<file path="src/slcd_regs.vh">
/*
 * register map, field positions, reset values and timing counts of the
 * segment lcd driver.
 * assumes an 8-bit register port with a 6-bit byte address.
 */
`ifndef SLCD_REGS_VH
`define SLCD_REGS_VH

// display memory: 17 bytes at 0x00..0x10
`define SLCD_MEM_WORDS      17
`define SLCD_A_MEM_LAST     6'h10
`define SLCD_SEGS           33

// control and status registers
`define SLCD_A_CTRL         6'h20
`define SLCD_A_FDIV         6'h21
`define SLCD_A_CONTRAST     6'h22
`define SLCD_A_STATUS       6'h23
`define SLCD_A_PSEL         6'h24
`define SLCD_A_POUT         6'h2C
`define SLCD_PORT_LANES     6'h05
`define SLCD_PORT_TOP_LANE  3'h4

// ctrl fields
`define SLCD_CTRL_EN        0
`define SLCD_CTRL_MODE_LO   1
`define SLCD_CTRL_MODE_HI   2
`define SLCD_CTRL_FAST      3
`define SLCD_CTRL_MASK      8'h0F

// contrast fields
`define SLCD_CON_TAP_HI     3
`define SLCD_CON_EXT        4
`define SLCD_CON_MASK       8'h1F

// reset values
`define SLCD_CTRL_RST       8'h00
`define SLCD_FDIV_RST       8'h0F
`define SLCD_CON_RST        8'h08

// fast oscillator divided by 128: counter terminal value 127
`define SLCD_FAST_LAST      7'h7F
// scan walk: 17 reads plus one cycle of read latency
`define SLCD_SCAN_LAST      5'h11

// display modes; the code equals the index of the last backplane used
`define SLCD_MODE_STATIC    2'h0
`define SLCD_MODE_HALF      2'h1
`define SLCD_MODE_THIRD     2'h2
`define SLCD_MODE_QUARTER   2'h3

// drive level codes: v0 ground .. v3 full lcd voltage, v1/v2 bias taps
`define SLCD_LVL_V0         2'h0
`define SLCD_LVL_V1         2'h1
`define SLCD_LVL_V2         2'h2
`define SLCD_LVL_V3         2'h3

`endif

</file>
<file path="src/slcd_mem.v">
/*
 * 17-byte display memory with one write port, one bus read port and one
 * scan read port; both read ports are registered.
 * assumes one clock, synchronous active-low reset, addresses below 17.
 */
`timescale 1ns/1ps
`include "slcd_regs.vh"

module slcd_mem (
    input  wire       clk_i,
    input  wire       rst_n_i,
    input  wire       wr_i,
    input  wire [4:0] wr_addr_i,
    input  wire [7:0] wr_data_i,
    input  wire       rd_i,
    input  wire [4:0] rd_addr_i,
    input  wire       rd_alt_sel_i,
    input  wire [7:0] rd_alt_data_i,
    output wire [7:0] rd_data_o,
    input  wire [4:0] scan_addr_i,
    output wire [7:0] scan_data_o
);

    reg [7:0] mem_q [0:`SLCD_MEM_WORDS-1];
    reg [7:0] rd_data_q;
    reg [7:0] scan_data_q;

    always @(posedge clk_i) begin
        if (wr_i) begin
            mem_q[wr_addr_i] <= wr_data_i;
        end
    end

    // read data stand for one cycle only, zero otherwise
    always @(posedge clk_i) begin
        if (!rst_n_i) begin
            rd_data_q <= 8'h00;
        end else if (rd_i) begin
            rd_data_q <= rd_alt_sel_i ? rd_alt_data_i : mem_q[rd_addr_i];
        end else begin
            rd_data_q <= 8'h00;
        end
    end

    // out-of-range scan address reads zero
    always @(posedge clk_i) begin
        if (!rst_n_i) begin
            scan_data_q <= 8'h00;
        end else if (scan_addr_i < `SLCD_MEM_WORDS) begin
            scan_data_q <= mem_q[scan_addr_i];
        end else begin
            scan_data_q <= 8'h00;
        end
    end

    assign rd_data_o   = rd_data_q;
    assign scan_data_o = scan_data_q;

endmodule

</file>
<file path="src/slcd_top.v">
/*
 * segment lcd driver: register port, display memory scan, frame timing,
 * multiplexed backplane and element drive level codes, port-pin fallback.
 * assumes all inputs synchronous to REF_CLK_I (20 MHz); the analog bias
 * ladder turns each 2-bit level code into a voltage outside this block.
 */
// Added by the designer: the address-and-strobe port and the register addresses.
`timescale 1ns/1ps
`include "slcd_regs.vh"

// Functional notes
// - drive 33 element lines and four backplane lines, multiplexed by mode.
// - an element lights when its element line opposes its active backplane.
// - element lines not used for the glass can act as plain port outputs.
// - element states come only from software-written display memory.
// - 17-byte display memory scanned each phase without software help.
// - unused display memory bits stay readable and writable storage.
// - four modes; static uses only the first backplane, no multiplexing.
// - half duty multiplexes first two backplanes with half bias levels.
// - third duty multiplexes first three backplanes with third bias levels.
// - quarter duty multiplexes all four backplanes with third bias levels.
// - scan clock from 32kHz input or fast oscillator divided by 128.
// - waveforms generated automatically at a software adjustable frame rate.
// - software sets contrast divider tap and supply or external reference.
module slcd_top (
    input  wire        REF_CLK_I,
    input  wire        RESETN_I,
    input  wire [5:0]  ADDR_I,
    input  wire [7:0]  WDATA_I,
    input  wire        WR_I,
    input  wire        RD_I,
    output wire [7:0]  RDATA_O,
    input  wire        LCD_SLOW_CLK_I,
    output wire [65:0] SEG_LEVEL_O,
    output wire [7:0]  COM_LEVEL_O,
    output wire [32:0] SEG_PORT_MODE_O,
    output wire [3:0]  CONTRAST_TAP_O,
    output wire        CONTRAST_EXT_REF_O,
    output wire        BIAS_THIRD_O
);

    localparam [1:0] ST_IDLE = 2'h0;
    localparam [1:0] ST_SCAN = 2'h1;
    localparam [1:0] ST_LOAD = 2'h2;

    reg  [7:0]  ctrl_q;
    reg  [7:0]  frame_div_q;
    reg  [7:0]  contrast_q;
    reg  [39:0] port_sel_q;
    reg  [39:0] port_out_q;
    reg         slow_q;
    reg         slow_prev_q;
    reg  [6:0]  fast_cnt_q;
    reg  [7:0]  div_cnt_q;
    reg  [1:0]  st_q;
    reg  [1:0]  st_d;
    reg  [4:0]  sidx_q;
    reg  [33:0] shadow_q;
    reg  [1:0]  scan_com_q;
    reg         scan_pol_q;
    reg  [32:0] disp_q;
    reg  [1:0]  com_q;
    reg         pol_q;
    reg         running_q;
    reg  [65:0] seg_lvl_q;
    reg  [65:0] seg_lvl_d;
    reg  [7:0]  com_lvl_q;
    reg  [7:0]  com_lvl_d;
    reg  [7:0]  rd_alt_d;
    reg  [7:0]  lane_byte;
    reg         bias_third_q;

    wire        lcd_en    = ctrl_q[`SLCD_CTRL_EN];
    wire [1:0]  mode      = ctrl_q[`SLCD_CTRL_MODE_HI:`SLCD_CTRL_MODE_LO];
    wire        fast_sel  = ctrl_q[`SLCD_CTRL_FAST];
    wire        wr_mem    = WR_I && (ADDR_I <= `SLCD_A_MEM_LAST);
    wire        rd_alt    = ADDR_I > `SLCD_A_MEM_LAST;
    wire [5:0]  psel_off  = ADDR_I - `SLCD_A_PSEL;
    wire [5:0]  pout_off  = ADDR_I - `SLCD_A_POUT;
    wire        psel_hit  = psel_off < `SLCD_PORT_LANES;
    wire        pout_hit  = pout_off < `SLCD_PORT_LANES;
    wire [7:0]  scan_data;
    wire        lcd_tick;
    wire        phase_adv;
    wire [4:0]  sbyte     = sidx_q - 5'h01;
    wire        third_bias = (mode == `SLCD_MODE_THIRD) || (mode == `SLCD_MODE_QUARTER);

    // element line level for a lit or dark crossing
    function [1:0] seg_level;
        input       on;
        input       pol;
        input       third;
        begin
            if (on) begin
                seg_level = pol ? `SLCD_LVL_V0 : `SLCD_LVL_V3;
            end else if (third) begin
                seg_level = pol ? `SLCD_LVL_V2 : `SLCD_LVL_V1;
            end else begin
                seg_level = pol ? `SLCD_LVL_V3 : `SLCD_LVL_V0;
            end
        end
    endfunction

    // backplane level, selected or idle
    function [1:0] com_level;
        input       sel;
        input       pol;
        input [1:0] md;
        begin
            if (sel || md == `SLCD_MODE_STATIC) begin
                com_level = pol ? `SLCD_LVL_V3 : `SLCD_LVL_V0;
            end else if (md == `SLCD_MODE_HALF) begin
                com_level = `SLCD_LVL_V1;
            end else begin
                com_level = pol ? `SLCD_LVL_V1 : `SLCD_LVL_V2;
            end
        end
    endfunction

    // byte for a port lane; the top lane holds only bit 32
    function [7:0] lane_data;
        input [2:0] lane;
        input [7:0] data;
        begin
            if (lane == `SLCD_PORT_TOP_LANE) begin
                lane_data = {7'h00, data[0]};
            end else begin
                lane_data = data;
            end
        end
    endfunction

    // spare bits behave as plain storage
    slcd_mem u_mem (
        .clk_i         (REF_CLK_I),
        .rst_n_i       (RESETN_I),
        .wr_i          (wr_mem),
        .wr_addr_i     (ADDR_I[4:0]),
        .wr_data_i     (WDATA_I),
        .rd_i          (RD_I),
        .rd_addr_i     (ADDR_I[4:0]),
        .rd_alt_sel_i  (rd_alt),
        .rd_alt_data_i (rd_alt_d),
        .rd_data_o     (RDATA_O),
        .scan_addr_i   (sidx_q),
        .scan_data_o   (scan_data)
    );

    // register writes; reserved bits are dropped
    always @(posedge REF_CLK_I) begin
        if (!RESETN_I) begin
            ctrl_q      <= `SLCD_CTRL_RST;
            frame_div_q <= `SLCD_FDIV_RST;
            contrast_q  <= `SLCD_CON_RST;
            port_sel_q  <= 40'h00_0000_0000;
            port_out_q  <= 40'h00_0000_0000;
        end else if (WR_I) begin
            case (ADDR_I)
                `SLCD_A_CTRL: begin
                    ctrl_q <= WDATA_I & `SLCD_CTRL_MASK;
                end
                `SLCD_A_FDIV: begin
                    frame_div_q <= WDATA_I;
                end
                `SLCD_A_CONTRAST: begin
                    contrast_q <= WDATA_I & `SLCD_CON_MASK;
                end
                default: begin
                    if (psel_hit) begin
                        port_sel_q[{psel_off[2:0], 3'h0} +: 8] <= lane_data(psel_off[2:0], WDATA_I);
                    end
                    if (pout_hit) begin
                        port_out_q[{pout_off[2:0], 3'h0} +: 8] <= lane_data(pout_off[2:0], WDATA_I);
                    end
                end
            endcase
        end
    end

    // read mux for everything outside display memory
    always @* begin
        rd_alt_d  = 8'h00;
        lane_byte = 8'h00;
        case (ADDR_I)
            `SLCD_A_CTRL: begin
                rd_alt_d = ctrl_q;
            end
            `SLCD_A_FDIV: begin
                rd_alt_d = frame_div_q;
            end
            `SLCD_A_CONTRAST: begin
                rd_alt_d = contrast_q;
            end
            `SLCD_A_STATUS: begin
                rd_alt_d = {4'h0, running_q, pol_q, com_q};
            end
            default: begin
                if (psel_hit) begin
                    lane_byte = port_sel_q[{psel_off[2:0], 3'h0} +: 8];
                end else if (pout_hit) begin
                    lane_byte = port_out_q[{pout_off[2:0], 3'h0} +: 8];
                end
                rd_alt_d = lane_byte;
            end
        endcase
    end

    // scan clock source select
    // the slow input is taken as synchronous, so one flop suffices
    assign lcd_tick = fast_sel ? (fast_cnt_q == `SLCD_FAST_LAST) : (slow_q && !slow_prev_q);

    always @(posedge REF_CLK_I) begin
        if (!RESETN_I) begin
            slow_q      <= 1'b0;
            slow_prev_q <= 1'b0;
            fast_cnt_q  <= 7'h00;
        end else begin
            slow_q      <= LCD_SLOW_CLK_I;
            slow_prev_q <= slow_q;
            fast_cnt_q  <= fast_cnt_q + 7'h01;
        end
    end

    // one backplane phase per frame_div+1 ticks
    assign phase_adv = lcd_en && lcd_tick && (div_cnt_q >= frame_div_q) && (st_q == ST_IDLE);

    always @(posedge REF_CLK_I) begin
        if (!RESETN_I || !lcd_en) begin
            div_cnt_q <= 8'h00;
        end else if (lcd_tick) begin
            if (div_cnt_q >= frame_div_q) begin
                div_cnt_q <= 8'h00;
            end else begin
                div_cnt_q <= div_cnt_q + 8'h01;
            end
        end
    end

    // scan sequencer, a phase is far longer than the walk
    always @* begin
        st_d = st_q;
        case (st_q)
            ST_IDLE: begin
                if (phase_adv) begin
                    st_d = ST_SCAN;
                end
            end
            ST_SCAN: begin
                if (sidx_q == `SLCD_SCAN_LAST) begin
                    st_d = ST_LOAD;
                end
            end
            ST_LOAD: begin
                st_d = ST_IDLE;
            end
            default: begin
                st_d = ST_IDLE;
            end
        endcase
    end

    always @(posedge REF_CLK_I) begin
        if (!RESETN_I || !lcd_en) begin
            st_q       <= ST_IDLE;
            sidx_q     <= 5'h00;
            shadow_q   <= 34'h0_0000_0000;
            scan_com_q <= `SLCD_MODE_QUARTER;
            scan_pol_q <= 1'b1;
        end else begin
            st_q <= st_d;
            if (phase_adv) begin
                sidx_q <= 5'h00;
                // mode code is the last backplane index
                if (com_q >= mode) begin
                    scan_com_q <= 2'h0;
                    scan_pol_q <= ~pol_q;
                end else begin
                    scan_com_q <= com_q + 2'h1;
                    scan_pol_q <= pol_q;
                end
            end else if (st_q == ST_SCAN) begin
                sidx_q <= sidx_q + 5'h01;
                // low nibble even segment, high nibble odd segment
                if (sidx_q != 5'h00) begin
                    shadow_q[{sbyte, 1'b0}] <= scan_data[{1'b0, scan_com_q}];
                    shadow_q[{sbyte, 1'b1}] <= scan_data[{1'b1, scan_com_q}];
                end
            end
        end
    end

    // phase state shown on the pins; idle values mean the glass is dark
    always @(posedge REF_CLK_I) begin
        if (!RESETN_I || !lcd_en) begin
            disp_q    <= 33'h0_0000_0000;
            com_q     <= `SLCD_MODE_QUARTER;
            pol_q     <= 1'b1;
            running_q <= 1'b0;
        end else if (st_q == ST_LOAD) begin
            disp_q    <= shadow_q[32:0];
            com_q     <= scan_com_q;
            pol_q     <= scan_pol_q;
            running_q <= 1'b1;
        end
    end

    // element line levels
    integer i;
    always @* begin
        seg_lvl_d = 66'h0_0000_0000_0000_0000;
        for (i = 0; i < `SLCD_SEGS; i = i + 1) begin
            if (port_sel_q[i]) begin
                // port pin drives a full-swing logic level
                seg_lvl_d[2*i +: 2] = port_out_q[i] ? `SLCD_LVL_V3 : `SLCD_LVL_V0;
            end else if (running_q) begin
                // lit element opposes the selected backplane
                seg_lvl_d[2*i +: 2] = seg_level(disp_q[i], pol_q, third_bias);
            end
        end
    end

    // backplane levels; unused backplanes stay grounded
    integer c;
    always @* begin
        com_lvl_d = 8'h00;
        for (c = 0; c < 4; c = c + 1) begin
            if (running_q && (c <= mode)) begin
                com_lvl_d[2*c +: 2] = com_level(c == com_q, pol_q, mode);
            end
        end
    end

    // every drive line leaves a flop
    always @(posedge REF_CLK_I) begin
        if (!RESETN_I) begin
            seg_lvl_q    <= 66'h0_0000_0000_0000_0000;
            com_lvl_q    <= 8'h00;
            bias_third_q <= 1'b0;
        end else begin
            seg_lvl_q    <= seg_lvl_d;
            com_lvl_q    <= com_lvl_d;
            bias_third_q <= third_bias;
        end
    end

    assign SEG_LEVEL_O        = seg_lvl_q;
    assign COM_LEVEL_O        = com_lvl_q;
    assign SEG_PORT_MODE_O    = port_sel_q[32:0];
    assign CONTRAST_TAP_O     = contrast_q[`SLCD_CON_TAP_HI:0];
    assign CONTRAST_EXT_REF_O = contrast_q[`SLCD_CON_EXT];
    assign BIAS_THIRD_O       = bias_third_q;

endmodule

</file>
<file path="config.mk">
export PLATFORM = sky130hd
export DESIGN_NAME = slcd_top
export DESIGN_NICKNAME = d
export VERILOG_FILES = /design/src/slcd_mem.v /design/src/slcd_top.v
export VERILOG_INCLUDE_DIRS = /design/src /design/src/src
export SDC_FILE = /design/constraint.sdc
export NUM_CORES = 1
export LEC_CHECK = 0
export BUFFER_PORTS_ARGS = -buffer_cell sky130_fd_sc_hd__buf_2
export CAP_MARGIN = 5
export CORE_MARGIN = 1
export CORE_UTILIZATION = 25
export DETAILED_ROUTE_END_ITERATION = 10
export HOLD_SLACK_MARGIN = 0.05
export PLACE_DENSITY_LB_ADDON = 0.2
export SKIP_LAST_GASP = 1
export SLEW_MARGIN = 20
export SYNTH_ARGS = -nofsm -noshare
export SYNTH_HDL_FRONTEND = slang
export SYNTH_SLANG_ARGS = --single-unit
</file>
<file path="constraint.sdc">
create_clock -name REF_CLK_I -period 4.9 [get_ports REF_CLK_I]
set_input_delay 0.49 -clock REF_CLK_I [delete_from_list [all_inputs] [get_ports REF_CLK_I]]
set_output_delay 0.49 -clock REF_CLK_I [all_outputs]
set_load 0.05 [all_outputs]
</file>
# Word level (Yosys, flattened, before mapping)
# Memory sizes are Yosys's and may differ from the RTL's. A register that Yosys moved wholly into a read port is not among the register bits.
# Cells that the tools add are included.
op_classes:
  n_addsub: 9
  order_cmp: 16
  n_eq_ne: 18
  shifts: 6
  n_mux: 177
  bitwise_logic: 3
  reduce_logical: 39
ops:
  columns: ["cell", "n"]
  rows:
  - ["$mux 2", 145]
  - ["$mux 8", 14]
  - ["$bwmux 40", 2]
  - ["$shift 8x8->40 const A", 2]
  - ["$shiftx 40x7->8", 2]
  - ["$shiftx 8x8->40", 2]
  - ["$bwmux 34", 2]
  - ["$pmux 8 s4", 1]
  - ["$eq 6x6->1 const B", 4]
  - ["$reduce_and 2->1", 10]
  - ["$neg 6->8", 2]
  - ["$lt 6x7->1 const B", 2]
  - ["$ge 6x1->1 const B", 2]
  - ["$lt 6x3->1 const B", 2]
  - ["$sub 6x6->6 const B", 2]
  - ["$demux 1 s5", 2]
  - ["$logic_and 1x1->1", 10]
  - ["$reduce_and 3->1", 3]
  - ["$add 8x1->8 const B", 1]
  - ["$ge 8x8->1", 1]
  - ["$mux 1", 8]
  - ["$add 7x1->7 const B", 1]
  - ["$eq 7x7->1 const B", 1]
  - ["$eq 2x2->1 const B", 3]
  - ["26 further kinds", 44]
word_totals:
  regBits: 278
  ramBits: 136
  in_bits: 19
  output_inout_bits: 121
  wordCells: 294
  mem_count: 1
mem_list:
  columns: ["memory", "depth", "word_bits", "read_ports", "rd_clocked_by_memory_dff", "write_ports", "line", "source"]
  rows:
  - ["u_mem.mem_q", 17, 8, 2, 1, 1, "slcd_mem.v:24", "reg [7:0] mem_q [0:`SLCD_MEM_WORDS-1];"]

# Longest topological paths before layout
# Gate-level depths: netlist of the first run.
logic_depth:
  word_depth: 9
  ltp_mapped: 12

# Cells and area by module
# A second synthesis of the first run with hierarchy kept.
unflattened:
  hier_cells: 1803
  area_unflattened_um2: 19746.4
by_module_without_submodules:
  columns: ["mod", "n_inst", "cells_each", "area_per_inst_um2", "seq_area_each_um2"]
  rows:
  - ["slcd_top", 1, 1442, 12957.4, 5385.2]
  - ["slcd_mem", 1, 361, 6789.0, 4404.2]

# Least setup slack after synthesis of the first run
# OpenSTA, ideal clock, no wires.
synth_path:
  path_kind: "input to register"
  from: "input port ADDR_I[0]"
  to: "memory u_mem.mem_q[16][0], enable pin"
  arrival_time_ns: 3.067
  path_slack_ns: 1.435
  cell_stages: 10
  path_buffers: 4
  cell_sequence: "buf_6 -> buf_2 -> buf_4 -> inv_1 -> ha_1 -> clkbuf_1 -> a21boi_1 -> nor2_1 -> nand3_1 -> nor4b_1"
synth_via:
  elab_chain_len: 4
synth_lines:
  columns: ["element", "line", "source"]
  rows:
  - ["start, declared", "slcd_top.v:28", "input wire [5:0] ADDR_I,"]
  - ["$le 6x5->1 (no line)", null, null]
  - ["$logic_and 1x1->1", "slcd_top.v:76", "wire wr_mem = WR_I && (ADDR_I <= `SLCD_A_MEM_LAST);"]
  - ["$mux 1", "slcd_mem.v:29", "if (wr_i) begin"]
  - ["$mux 1 (not written as such)", "slcd_mem.v:30", "mem_q[wr_addr_i] <= wr_data_i;"]
  - ["end, declared", "slcd_mem.v:24", null]
# Several ways; a longest one is shown, not always the timed one.

# Worst setup path after layout of the first run
layout_path:
  from: "input port ADDR_I[0]"
  to: "memory u_mem.mem_q[9][1], enable pin"
# Same word-level chain as after synthesis.

==> flow_summary.rst, run 1 <==
.. list-table::
   :header-rows: 1

   * - Metric
     - Value
   * - Met1 Track Usage GR
     - 21.7%
   * - Worst-case register-to-register setup slack
     - 2310 ps
   * - Endpoints failing hold
     - 0
   * - Number of instances in the synthesized netlist
     - 1853
   * - Shortest clock period the worst path allows after layout
     - 2820 ps
   * - Total of hold buffers inserted after clock tree synthesis
     - 0
   * - Post-CTS Repair Setup Buffers
     - 0
   * - Ratio of routed vias to standard cells
     - 4.86
   * - Core footprint
     - 79000 um^2
   * - Total wire length after detailed routing
     - 65600 um
   * - Number of routed nets with antenna violations
     - 0
   * - M3 GR Usage
     - 2.47%
   * - Horizontal extent of the die
     - 284 um
   * - Worst path slowest cell
     - sky130_fd_sc_hd__nor2_1
   * - Post-synth top flop
     - sky130_fd_sc_hd__dfxtp_1
   * - Yosys warns
     - 0
   * - Final Net Count
     - 1956
   * - Chip height
     - 284 um
   * - Register bit total from synthesis
     - 421
   * - Cell occurring most often along the worst timing path
     - sky130_fd_sc_hd__nor2_1
   * - Maximum clock frequency
     - 0.355 GHz
   * - Post_cts resized
     - 0
   * - Number of distinct standard cells referenced by the synthesized netlist
     - 75
   * - Setup TNS after final layout
     - 0 ps
   * - Share of the yosys chip area belonging to registers
     - 49.1%
   * - Worst Reg-to-Reg Cells
     - 5
   * - Filler cells
     - 8096
   * - Hold depth
     - 2
   * - Post-synthesis instance area
     - 19900 um^2
   * - Data arrival time at the worst-slack endpoint
     - 3020 ps
   * - Data required time at the worst endpoint
     - 5110 ps
   * - Number of flops mapped to enable cells by yosys
     - 136
   * - Leading cell types by total area after synthesis
     - sky130_fd_sc_hd__dfxtp_1, sky130_fd_sc_hd__edfxtp_1, sky130_fd_sc_hd__mux2i_1
   * - Top Usage Layer GRT
     - met2
   * - Synthesized area per cell
     - 10.8 um^2
   * - Clock input transition at the sequential cells of the worst setup and hold paths
     - 50 ps
   * - Crit end category
     - flip-flop
   * - Final Max Tran Viols
     - 0
   * - Setup Viol. Count Final
     - 0
   * - Most common library cell in the layout ignoring fill and taps
     - sky130_fd_sc_hd__nand2_1
   * - Fraction of registers with async set or reset after synthesis
     - 0%
   * - First-pass iteration count of the detailed router
     - 7
   * - Hold Slack
     - 129 ps
   * - Overflow left after global routing
     - 0
   * - Dominant cell type by area after synthesis
     - sky130_fd_sc_hd__dfxtp_1
   * - CTS tree
     - yes
   * - Max-cap violations
     - 0
   * - Count of boundary I/O pins
     - 140
   * - Residual DRC
     - 0
   * - Highest-count cells in the layout ignoring fill and taps
     - sky130_fd_sc_hd__nand2_1, sky130_fd_sc_hd__dfxtp_1, sky130_fd_sc_hd__mux2i_1
   * - Static leakage power
     - 0.00787 uW
   * - Nature of the critical path startpoint
     - input port
   * - Net count after synthesis
     - 1905
   * - Weighted congestion reported at the end of routability-driven placement
     - 0.867
   * - HP Class
     - in -> reg
   * - H-tree levels
     - 2
   * - Clock skew
     - 28.9 ps
   * - Worst Path Class, Setup
     - in -> reg
   * - Antenna violations before repair
     - 1
   * - Port-buffer cells
     - 139
   * - Maximum single-stage delay on the critical path
     - 750 ps
   * - Outcome
     - complete, no violations
   * - Effective utilization at floorplan
     - 25.2%
   * - Number of buffers on the longest clock path
     - 3
   * - Post-DR wirelength/cell
     - 21.9 um
   * - Skew-Pair Late Insertion Delay
     - 600 ps
   * - Die ar.
     - 80900 um^2
   * - Pin count of the biggest net entering global routing
     - 113
   * - Global-route wire length before repair
     - 97300 um
   * - Area share of the leading cell type in the synthesized netlist
     - 28.6%
   * - Design area
     - 23000 um^2
   * - Vias in the first global route
     - 14523
   * - Number of buffers created by CTS
     - 52
   * - Final Cycle Share
     - 57.5%
   * - Unrepaired setup endpoints after global routing
     - false
   * - Max transition margin
     - 38.4%
   * - Total placed instance area
     - 21200 um^2
   * - Layout cells sized above 1
     - 17.9%
   * - Root Buffer Master
     - sky130_fd_sc_hd__clkbuf_16
   * - Global routing usage on met2
     - 25.9%
   * - Number of vias after detailed routing
     - 14559
   * - Worst-Margin Slew
     - 924 ps
   * - HPWL Detailed
     - 47100 um
   * - Tot GR Track Use
     - 15.9%
   * - Power density of the placed cells
     - 348 nW/um^2
   * - Std cell rows
     - 103
   * - Maximum fanout count along the critical path
     - 38
   * - Cell breakdown of the critical path
     - buf_4 > inv_1 > ha_1 > a21boi_1 > nor2_1 > nand3_1 > nor2_1
   * - Worst ir drop on vdd
     - 0.244 mV
   * - CTS sink cnt
     - 421
   * - Detailed Route Iter0 Violations
     - 969
   * - Area growth from synthesis to final layout
     - 15.6%
per-stage QoR:
step / std cells / utilization [%] / total power [uW] / setup slack (ps)
final: 2998 / 29.2 / 8020 / 2080
after global routing: 2997 / 29.2 / 8270 / 1870
after CTS: 2997 / 29.2 / 8120 / 2110
after detailed placement: 2900 / 26.9 / 4010 / 1490
after global placement: 2900 / 26.8 / 4000 / 1590
after floorplan: 1853 / - / 3890 / 1430
sequential cells by signal (all words and copies together) (netlist names), 2 cells and up:
register           count
COM_LEVEL_O            8
ctrl_q                 4
SEG_LEVEL_O           66
st_q                   2
port_out_q            40
sidx_q                 5
fast_cnt_q             7
shadow_q              33
port_sel_q            40
u_mem.scan_data_o      8
u_mem.mem_q          136
frame_div_q            8
contrast_q             5
u_mem.rd_data_o        8
disp_q                33
div_cnt_q              8
scan_com_q             2
com_q                  2
synthesized netlist by cell type, drive strengths merged (38+ instances only):
cell    instances
a21boi         73
a21oi          74
buf            88
clkbuf         69
dfxtp         285
edfxtp        136
mux2i         151
mux4           65
nand2         298
nor2           72
o21ai          61
or3            38
xor2           43
area by class of cell:
class	count	area (um^2)	area share (%)
Clock buffer	71	1470	6.39
Antenna cell	1	2.50	0.0109
Multi-Input combinational cell	1252	9200	39.9
Sequential cell	421	9800	42.5
Timing Repair Buffer	154	817	3.54
Clock inverter	26	359	1.56
Inverter	23	86.3	0.375
Tap cell	1050	1310	5.70
layer usage:
layer  up-vias  wire length (um)
met4         2              1740
li1       6778                 -
met1      7280             30100
met2       407             30600
met5         -                 8
met3        92              3190
power breakdown:
group / total (uW) / internal [uW] / switching, uW
logic: 311 / 91.4 / 219
registers: 3620 / 3610 / 9.99
clock network: 4080 / 2520 / 1560
total: 8020 / 6230 / 1790
worst max-delay path: cells and delay by family:
kind | cells | cell delay (ps)
and+or+nand+nor | 3 | 1390
adders and majority gates | 1 | 470
buffers and inverters | 2 | 460
AOI/OAI and AO/OA | 1 | 160
final timing paths:
path                                startpoint           endpoint
worst max-delay path                 ADDR_I[0]  u_mem.mem_q[9][1]
worst max register to register         st_q[0]       shadow_q[15]
worst min register to register   fast_cnt_q[0]      fast_cnt_q[0]
worst min-delay path            LCD_SLOW_CLK_I             slow_q
cells by family after synthesis:
group | count (synthesis) | synth area share, %
XOR/XNOR | 56 | 2.50
multiplexers | 233 | 15.9
adder cells (fa/ha/maj) | 33 | 2.07
AO/OA/AOI/OAI | 292 | 9.49
buffers and inverters | 180 | 4.79
flip-flops | 421 | 49.1
AND/OR/NAND/NOR | 638 | 16.1
(Power assumes the default switching activity.)
==> run 2: changes to the inputs <==
- ABC_AREA: default -> 1
- clock period: 4.9 -> 2.4 ns (I/O delays scaled with it)
==> run 2 against run 1 <==
Net effect: first-iteration DRC count increased by 42%; sequential power rose by 100%; non-clock buffer count increased by 90; die area down 1.6%; via count grew 21%; final area up 2.7%; combinational power rose to 2.9 times the previous value; area after synthesis decreased by 1.6%; routed wire length rose by 11%; core utilization grew 1.4 points; global-route usage rose by 2.3 points; flip-flop and latch count did not move.
==> flow_summary.rst, run 2 <==
.. list-table::
   :header-rows: 1

   * - Metric
     - Value
   * - Outcome
     - complete, no violations
   * - Fraction of registers with async set or reset after synthesis
     - 0%
   * - Number of instances in the synthesized netlist
     - 2512
   * - Final Max Tran Viols
     - 0
   * - Worst path slowest cell
     - sky130_fd_sc_hd__dfxtp_2
   * - Worst Hold Launch
     - WDATA_I[0]
   * - Number of flops mapped to enable cells by yosys
     - 136
   * - Data arrival time at the worst-slack endpoint
     - 2690 ps
   * - Setup TNS after final layout
     - 0 ps
   * - Total wire length after detailed routing
     - 72700 um
   * - Number of flip-flops in the largest register
     - 136
   * - Overall power
     - 16800 uW
   * - Shortest clock period the worst path allows after layout
     - 2150 ps
   * - Total placed instance area
     - 21800 um^2
   * - Maximum single-stage delay on the critical path
     - 330 ps
   * - Worst ir drop on vdd
     - 0.515 mV
   * - Weighted congestion reported at the end of routability-driven placement
     - 0.919
   * - Max transition margin
     - 39.6%
   * - Most common cell in the synthesized netlist
     - sky130_fd_sc_hd__nand2_1
   * - Dominant cell type by area after synthesis
     - sky130_fd_sc_hd__dfxtp_1
   * - Post-synth top flop
     - sky130_fd_sc_hd__dfxtp_1
   * - Residual DRC
     - 0
   * - Detailed Route Iter0 Violations
     - 1377
   * - H-tree levels
     - 2
   * - Maximum clock frequency
     - 0.465 GHz
   * - Area growth from synthesis to final layout
     - 20.7%
   * - Count of boundary I/O pins
     - 140
   * - Core footprint
     - 77500 um^2
   * - Net count after synthesis
     - 2564
   * - Effective utilization at floorplan
     - 25.3%
   * - CTS tree
     - yes
   * - Unrepaired setup endpoints after global routing
     - false
   * - Worst Path Class, Setup
     - reg -> reg
   * - Beginning of the worst register-to-register path
     - sidx_q[0]
   * - Multi-input gate area in the final layout
     - 8280 um^2
   * - Clock skew
     - 13.2 ps
   * - Static leakage power
     - 0.00949 uW
   * - Post-synthesis instance area
     - 19600 um^2
   * - Share of the yosys chip area belonging to registers
     - 49.9%
   * - Highest-count cells in the layout ignoring fill and taps
     - sky130_fd_sc_hd__nand2_1, sky130_fd_sc_hd__nor2_1, sky130_fd_sc_hd__o21ai_0
   * - Port-buffer cells
     - 139
   * - Sequential cell area
     - 9790 um^2
   * - Number of placed instances with taps included
     - 3639
   * - Synth cell count leaders
     - sky130_fd_sc_hd__nand2_1, sky130_fd_sc_hd__nor2_1, sky130_fd_sc_hd__o21ai_0
   * - Register bit total from synthesis
     - 421
   * - Global-route wire length before repair
     - 109000 um
   * - Number of distinct standard cells referenced by the synthesized netlist
     - 43
   * - HPWL Detailed
     - 53000 um
   * - Root Buffer Master
     - sky130_fd_sc_hd__clkbuf_16
   * - Clock input transition at the sequential cells of the worst setup and hold paths
     - 60 ps
   * - Antenna violations before repair
     - 1
   * - Number of routed nets with antenna violations
     - 0
   * - Area share of the leading cell type in the synthesized netlist
     - 29.1%
   * - CTS sink cnt
     - 421
   * - Number of buffers created by CTS
     - 50
   * - Chip height
     - 282 um
   * - Post-DR wirelength/cell
     - 19.4 um
   * - First-pass iteration count of the detailed router
     - 6
   * - Final Cycle Share
     - 89.5%
   * - Worst setup path startpoint
     - sidx_q[0]
   * - Overflow left after global routing
     - 0
   * - Number of non-filler instances in the completed layout
     - 3737
   * - Maximum fanout count along the critical path
     - 6
   * - Vias in the first global route
     - 17024
   * - Cell breakdown of the critical path
     - inv_1 > ha_1 > nand2_1 > nand2_1 > nand2_1 > nor2_1 > nand2_1 > nor2_1 > o21ai_0 > a21oi_1
   * - Worst-Margin Slew
     - 900 ps
   * - Data required time at the worst endpoint
     - 2940 ps
   * - Crit end category
     - flip-flop
   * - Core occupancy in the finished layout
     - 30.6%
   * - Ratio of routed vias to standard cells
     - 4.73
   * - Horizontal extent of the die
     - 282 um
   * - Nature of the critical path startpoint
     - flip-flop
   * - Skew-Pair Late Insertion Delay
     - 620 ps
   * - Filler cells
     - 8318
   * - Synthesized area per cell
     - 7.81 um^2
   * - Leading cell types by total area after synthesis
     - sky130_fd_sc_hd__dfxtp_1, sky130_fd_sc_hd__edfxtp_1, sky130_fd_sc_hd__nand2_1
   * - Pin count of the biggest net entering global routing
     - 91
   * - Most common library cell in the layout ignoring fill and taps
     - sky130_fd_sc_hd__nand2_1
   * - Setup Viol. Count Final
     - 0
   * - Design area
     - 23700 um^2
   * - Endpoints failing hold
     - 0
   * - Max-cap violations
     - 0
   * - Layout cells sized above 1
     - 14.4%
   * - Number of vias after detailed routing
     - 17664
   * - Tot GR Track Use
     - 18.2%
   * - Cell occurring most often along the worst timing path
     - sky130_fd_sc_hd__nand2_1
   * - Largest register by flop count
     - u_mem.mem_q
   * - Std cell rows
     - 102
   * - Final Net Count
     - 2706
   * - Power density of the placed cells
     - 709 nW/um^2
   * - Number of buffers on the longest clock path
     - 3
   * - Die ar.
     - 79600 um^2
   * - Yosys warns
     - 0
   * - HP Class
     - in -> reg
==> run 2: changes by cell type in the layout (fill, tap and decap cells not counted), moves of 65 or more <==
cell	previous run	this run
sky130_fd_sc_hd__buf_4	16	92
sky130_fd_sc_hd__a21oi_1	74	236
sky130_fd_sc_hd__mux4_2	65	0
sky130_fd_sc_hd__inv_1	21	205
sky130_fd_sc_hd__o21ai_0	58	323
sky130_fd_sc_hd__nor2_1	70	337
sky130_fd_sc_hd__mux2i_1	151	0
sky130_fd_sc_hd__a21boi_0	71	0
sky130_fd_sc_hd__nand2_1	297	477
sky130_fd_sc_hd__nand3_1	35	154
==> run 2: cells by family (layout without fill, tap and decap cells) <==
group	count (synthesis)	count (layout)	synth area share [%]
and+or+nand+nor	1030	1030	22.0
AOI/OAI and AO/OA	642	642	17.4
DFF	421	421	49.9
buffers and inverters	374	558	8.10
adders and majority gates	33	33	2.11
xor gates and xnor gates	12	12	0.536
other	0	1	0
==> run 2: cell type report <==
cell class	instances	share of cell area, %
clock buffer	64	5.76
timing repair buffer	244	6.89
clock inverter	30	2.00
tap	1040	5.50
inverter	220	3.51
multi-input combinational	1717	35.0
antenna	1	0.0106
sequential	421	41.4
==> run 2: power by group <==
part	leakage, uW	total [uW]	switching (uW)	internal (uW)
clock network	0.000897	8460	3230	5230
logic	0.00507	917	679	237
registers	0.00352	7410	27.6	7380
==> run 2: final timing paths <==
kind,slack [ps],cells past startpoint,endpoint
worst min register to register,420,2,slow_prev_q
worst max-delay path,250,10,shadow_q[13]
worst min-delay path,110,3,port_sel_q[0]
worst max register to register,250,10,shadow_q[13]
==> run 2: through the flow <==
step / hold WS, ps / worst slack (ps)
2_1_floorplan: 338 / 2.00
3_3_place_gp: 416 / 189
3_5_place_dp: 422 / 143
4_1_cts: 90.5 / 233
5_1_grt: 125 / 31.4
6_report: 108 / 251
==> run 2: what timing repair did <==
action                    in CTS  in global routing
hold buffers                   3                  0
hold endpoints to repair       2                  0
buffers inserted               0                  0
gates resized for setup        0                  0
==> run 2: worst max-delay path: cells and delay by family, from the launching register on <==
family	cells	cell delay, ps
DFF	1	330
and+or+nand+nor	6	950
buffers and inverters	1	230
adders and majority gates	1	290
AOI/OAI and AO/OA	2	260
==> run 2: metal layers <==
| metal | vias to the layer above | global-route usage [%] | part of all wire [%] |
|---|---|---|---|
| li1 | 8628 | - | - |
| met1 | 8373 | 24.1 | 45 |
| met5 | - | 0 | 0 |
| met3 | 132 | 2.28 | 4.5 |
| met4 | 0 | 7.30 | 4.0 |
| met2 | 531 | 30.0 | 46 |
==> run 3: changes to the inputs <==
- CORE_UTILIZATION: 25 -> 50
==> run 3 against run 2 <==
Net effect: routed wire length shrank 12%; global-route usage increased by 14 points; via count rose by 2.0%; die area fell by 50%; total power is 10% lower; register-to-register slack better by 100 ps; first-iteration DRC count increased by 17%; combinational power shrank 2.5%; clock-buffer cell count down 1; maximum frequency rose by 4.9%; final area decreased by 4.7%; core utilization grew 28 points; critical path type unchanged; critical endpoint is now shadow_q[25].
==> flow_summary.rst, run 3 (synthesis results as in run 2) <==
.. list-table::
   :header-rows: 1

   * - Metric
     - Value
   * - Outcome
     - complete, no violations
   * - Skew-Pair Late Insertion Delay
     - 590 ps
   * - Layout cells sized above 1
     - 13.7%
   * - Chip height
     - 200 um
   * - Maximum clock frequency
     - 0.488 GHz
   * - H-tree levels
     - 2
   * - Worst ir drop on vdd
     - 0.678 mV
   * - Hold Slack
     - 74.5 ps
   * - Overall power
     - 15100 uW
   * - Worst-case register-to-register setup slack
     - 350 ps
   * - Post-DR wirelength/cell
     - 20.0 um
   * - Clock share of power
     - 45.0%
   * - Root Buffer Master
     - sky130_fd_sc_hd__clkbuf_16
   * - Ratio of routed vias to standard cells
     - 5.64
   * - First-pass iteration count of the detailed router
     - 6
   * - Global-route wire length before repair
     - 97400 um
   * - CTS sink cnt
     - 421
   * - Detailed Route Iter0 Violations
     - 1610
   * - Highest-count cells in the layout ignoring fill and taps
     - sky130_fd_sc_hd__nand2_1, sky130_fd_sc_hd__nor2_1, sky130_fd_sc_hd__o21ai_0
   * - Final Max Tran Viols
     - 0
   * - Number of buffers created by CTS
     - 45
   * - Max transition margin
     - 53.7%
   * - Total wire length after detailed routing
     - 64000 um
   * - Count of boundary I/O pins
     - 140
   * - Overflow left after global routing
     - 0
   * - Seq pwr share
     - 49.1%
   * - Number of routed nets with antenna violations
     - 0
   * - Crit end category
     - flip-flop
   * - Clock input transition at the sequential cells of the worst setup and hold paths
     - 60 ps
   * - Port-buffer cells
     - 139
   * - Data arrival time at the worst-slack endpoint
     - 2510 ps
   * - Core footprint
     - 38600 um^2
   * - Shortest clock period the worst path allows after layout
     - 2050 ps
   * - Nature of the critical path startpoint
     - flip-flop
   * - Switching power total
     - 3540 uW
   * - Area growth from synthesis to final layout
     - 15.1%
   * - Setup TNS after final layout
     - 0 ps
   * - Share of total power in combinational logic
     - 5.9%
   * - Die ar.
     - 40000 um^2
   * - Number of buffers on the longest clock path
     - 3
   * - Final Net Count
     - 2698
   * - Effective utilization at floorplan
     - 50.7%
   * - CTS tree
     - yes
   * - Maximum fanout count along the critical path
     - 19
   * - Power density of the placed cells
     - 668 nW/um^2
   * - Ant diodes
     - 0
   * - Internal power contribution
     - 11500 uW
   * - Vias in the first global route
     - 16920
   * - Setup Viol. Count Final
     - 0
   * - Largest register by flop count
     - u_mem.mem_q
   * - Endpoints failing hold
     - 0
   * - Post-CTS Repair Setup Buffers
     - 0
   * - Worst Path Class, Setup
     - reg -> reg
   * - Horizontal extent of the die
     - 200 um
   * - Std cell rows
     - 72
   * - HP Class
     - in -> reg
   * - Pin count of the biggest net entering global routing
     - 88
   * - Antenna violations before repair
     - 1
   * - Data required time at the worst endpoint
     - 2860 ps
   * - Number of flip-flops in the largest register
     - 136
   * - Static leakage power
     - 0.00925 uW
   * - Most common library cell in the layout ignoring fill and taps
     - sky130_fd_sc_hd__nand2_1
   * - Final Cycle Share
     - 85.3%
   * - Number of vias after detailed routing
     - 18020
   * - Max-cap violations
     - 0
   * - Switching share of total power
     - 23.5%
   * - Residual DRC
     - 0
   * - Weighted congestion reported at the end of routability-driven placement
     - 1.06
   * - Unrepaired setup endpoints after global routing
     - false
   * - Tot GR Track Use
     - 32.2%
   * - Clock skew
     - 28.4 ps
   * - Worst-Margin Slew
     - 694 ps
   * - HPWL Detailed
     - 45600 um
run 3: cell count changes in the layout (fill, tap and decap cells not counted), moves of 2 or more:
cell / change
sky130_fd_sc_hd__clkbuf_16: -5
sky130_fd_sc_hd__buf_12: -2
sky130_fd_sc_hd__bufinv_16: -9
sky130_fd_sc_hd__clkbuf_1: +2
sky130_fd_sc_hd__buf_4: -2
sky130_fd_sc_hd__clkinv_2: -2
sky130_fd_sc_hd__inv_16: -2
sky130_fd_sc_hd__clkbuf_8: +2
run 3: repair_timing:
| action | in CTS | in global routing |
|---|---|---|
| hold buffers | 4 | 0 |
| gates resized for setup | 0 | 0 |
| hold endpoints to repair | 4 | 0 |
run 3: area by class of cell:
cell class                      instances  area (um^2)
Timing Repair Buffer                  241         1590
Sequential cell                       421         9790
Fill cell                            3547        16100
Clock buffer                           63         1270
Clock inverter                         16          160
Tap cell                              518          648
Inverter                              220          832
Multi-Input combinational cell       1717         8280
run 3: stage by stage:
step	area [um^2]	setup WS, ps	cells	utilization [%]
finish	22600	352	3196	58.4
global route	22600	170	3196	58.4
CTS	22600	372	3196	58.4
detailed placement	21100	128	3113	54.6
floorplan	19700	2.00	2512	-
global placement	21100	159	3113	54.6
run 3: per-layer routing:
layer | GRT usage, % | wire, um
met5 | 0 | 9
met4 | 15.7 | 3060
met2 | 54.3 | 30800
met1 | 40.0 | 25800
met3 | 5.68 | 4280
run 3: critical path, cell delays in order (launching register included):
cell	delay (ps)
sky130_fd_sc_hd__dfxtp_2	330
sky130_fd_sc_hd__inv_1	100
sky130_fd_sc_hd__buf_4	270
sky130_fd_sc_hd__nand3_1	140
sky130_fd_sc_hd__nand2_1	150
sky130_fd_sc_hd__nand2_1	120
sky130_fd_sc_hd__nor2_1	220
sky130_fd_sc_hd__buf_4	170
sky130_fd_sc_hd__nand2_1	150
sky130_fd_sc_hd__o21ai_0	210
sky130_fd_sc_hd__nor2_1	60
run 3: power groups by stage:
stage	logic [uW]	registers, uW	clock network [uW]
2_1_floorplan	483	7570	0
3_3_place_gp	860	7550	0
3_5_place_dp	864	7550	0
4_1_cts	871	7400	6870
5_1_grt	954	7400	7160
6_report	894	7400	6780
run 3: path summary, 6_finish.rpt:
path / start / endpoint / cells past startpoint
setup / recovery: sidx_q[0] / shadow_q[25] / 10
setup reg to reg: sidx_q[0] / shadow_q[25] / 10
hold reg to reg: slow_q / slow_prev_q / 2
hold / removal: WDATA_I[1] / u_mem.mem_q[10][1] / 1
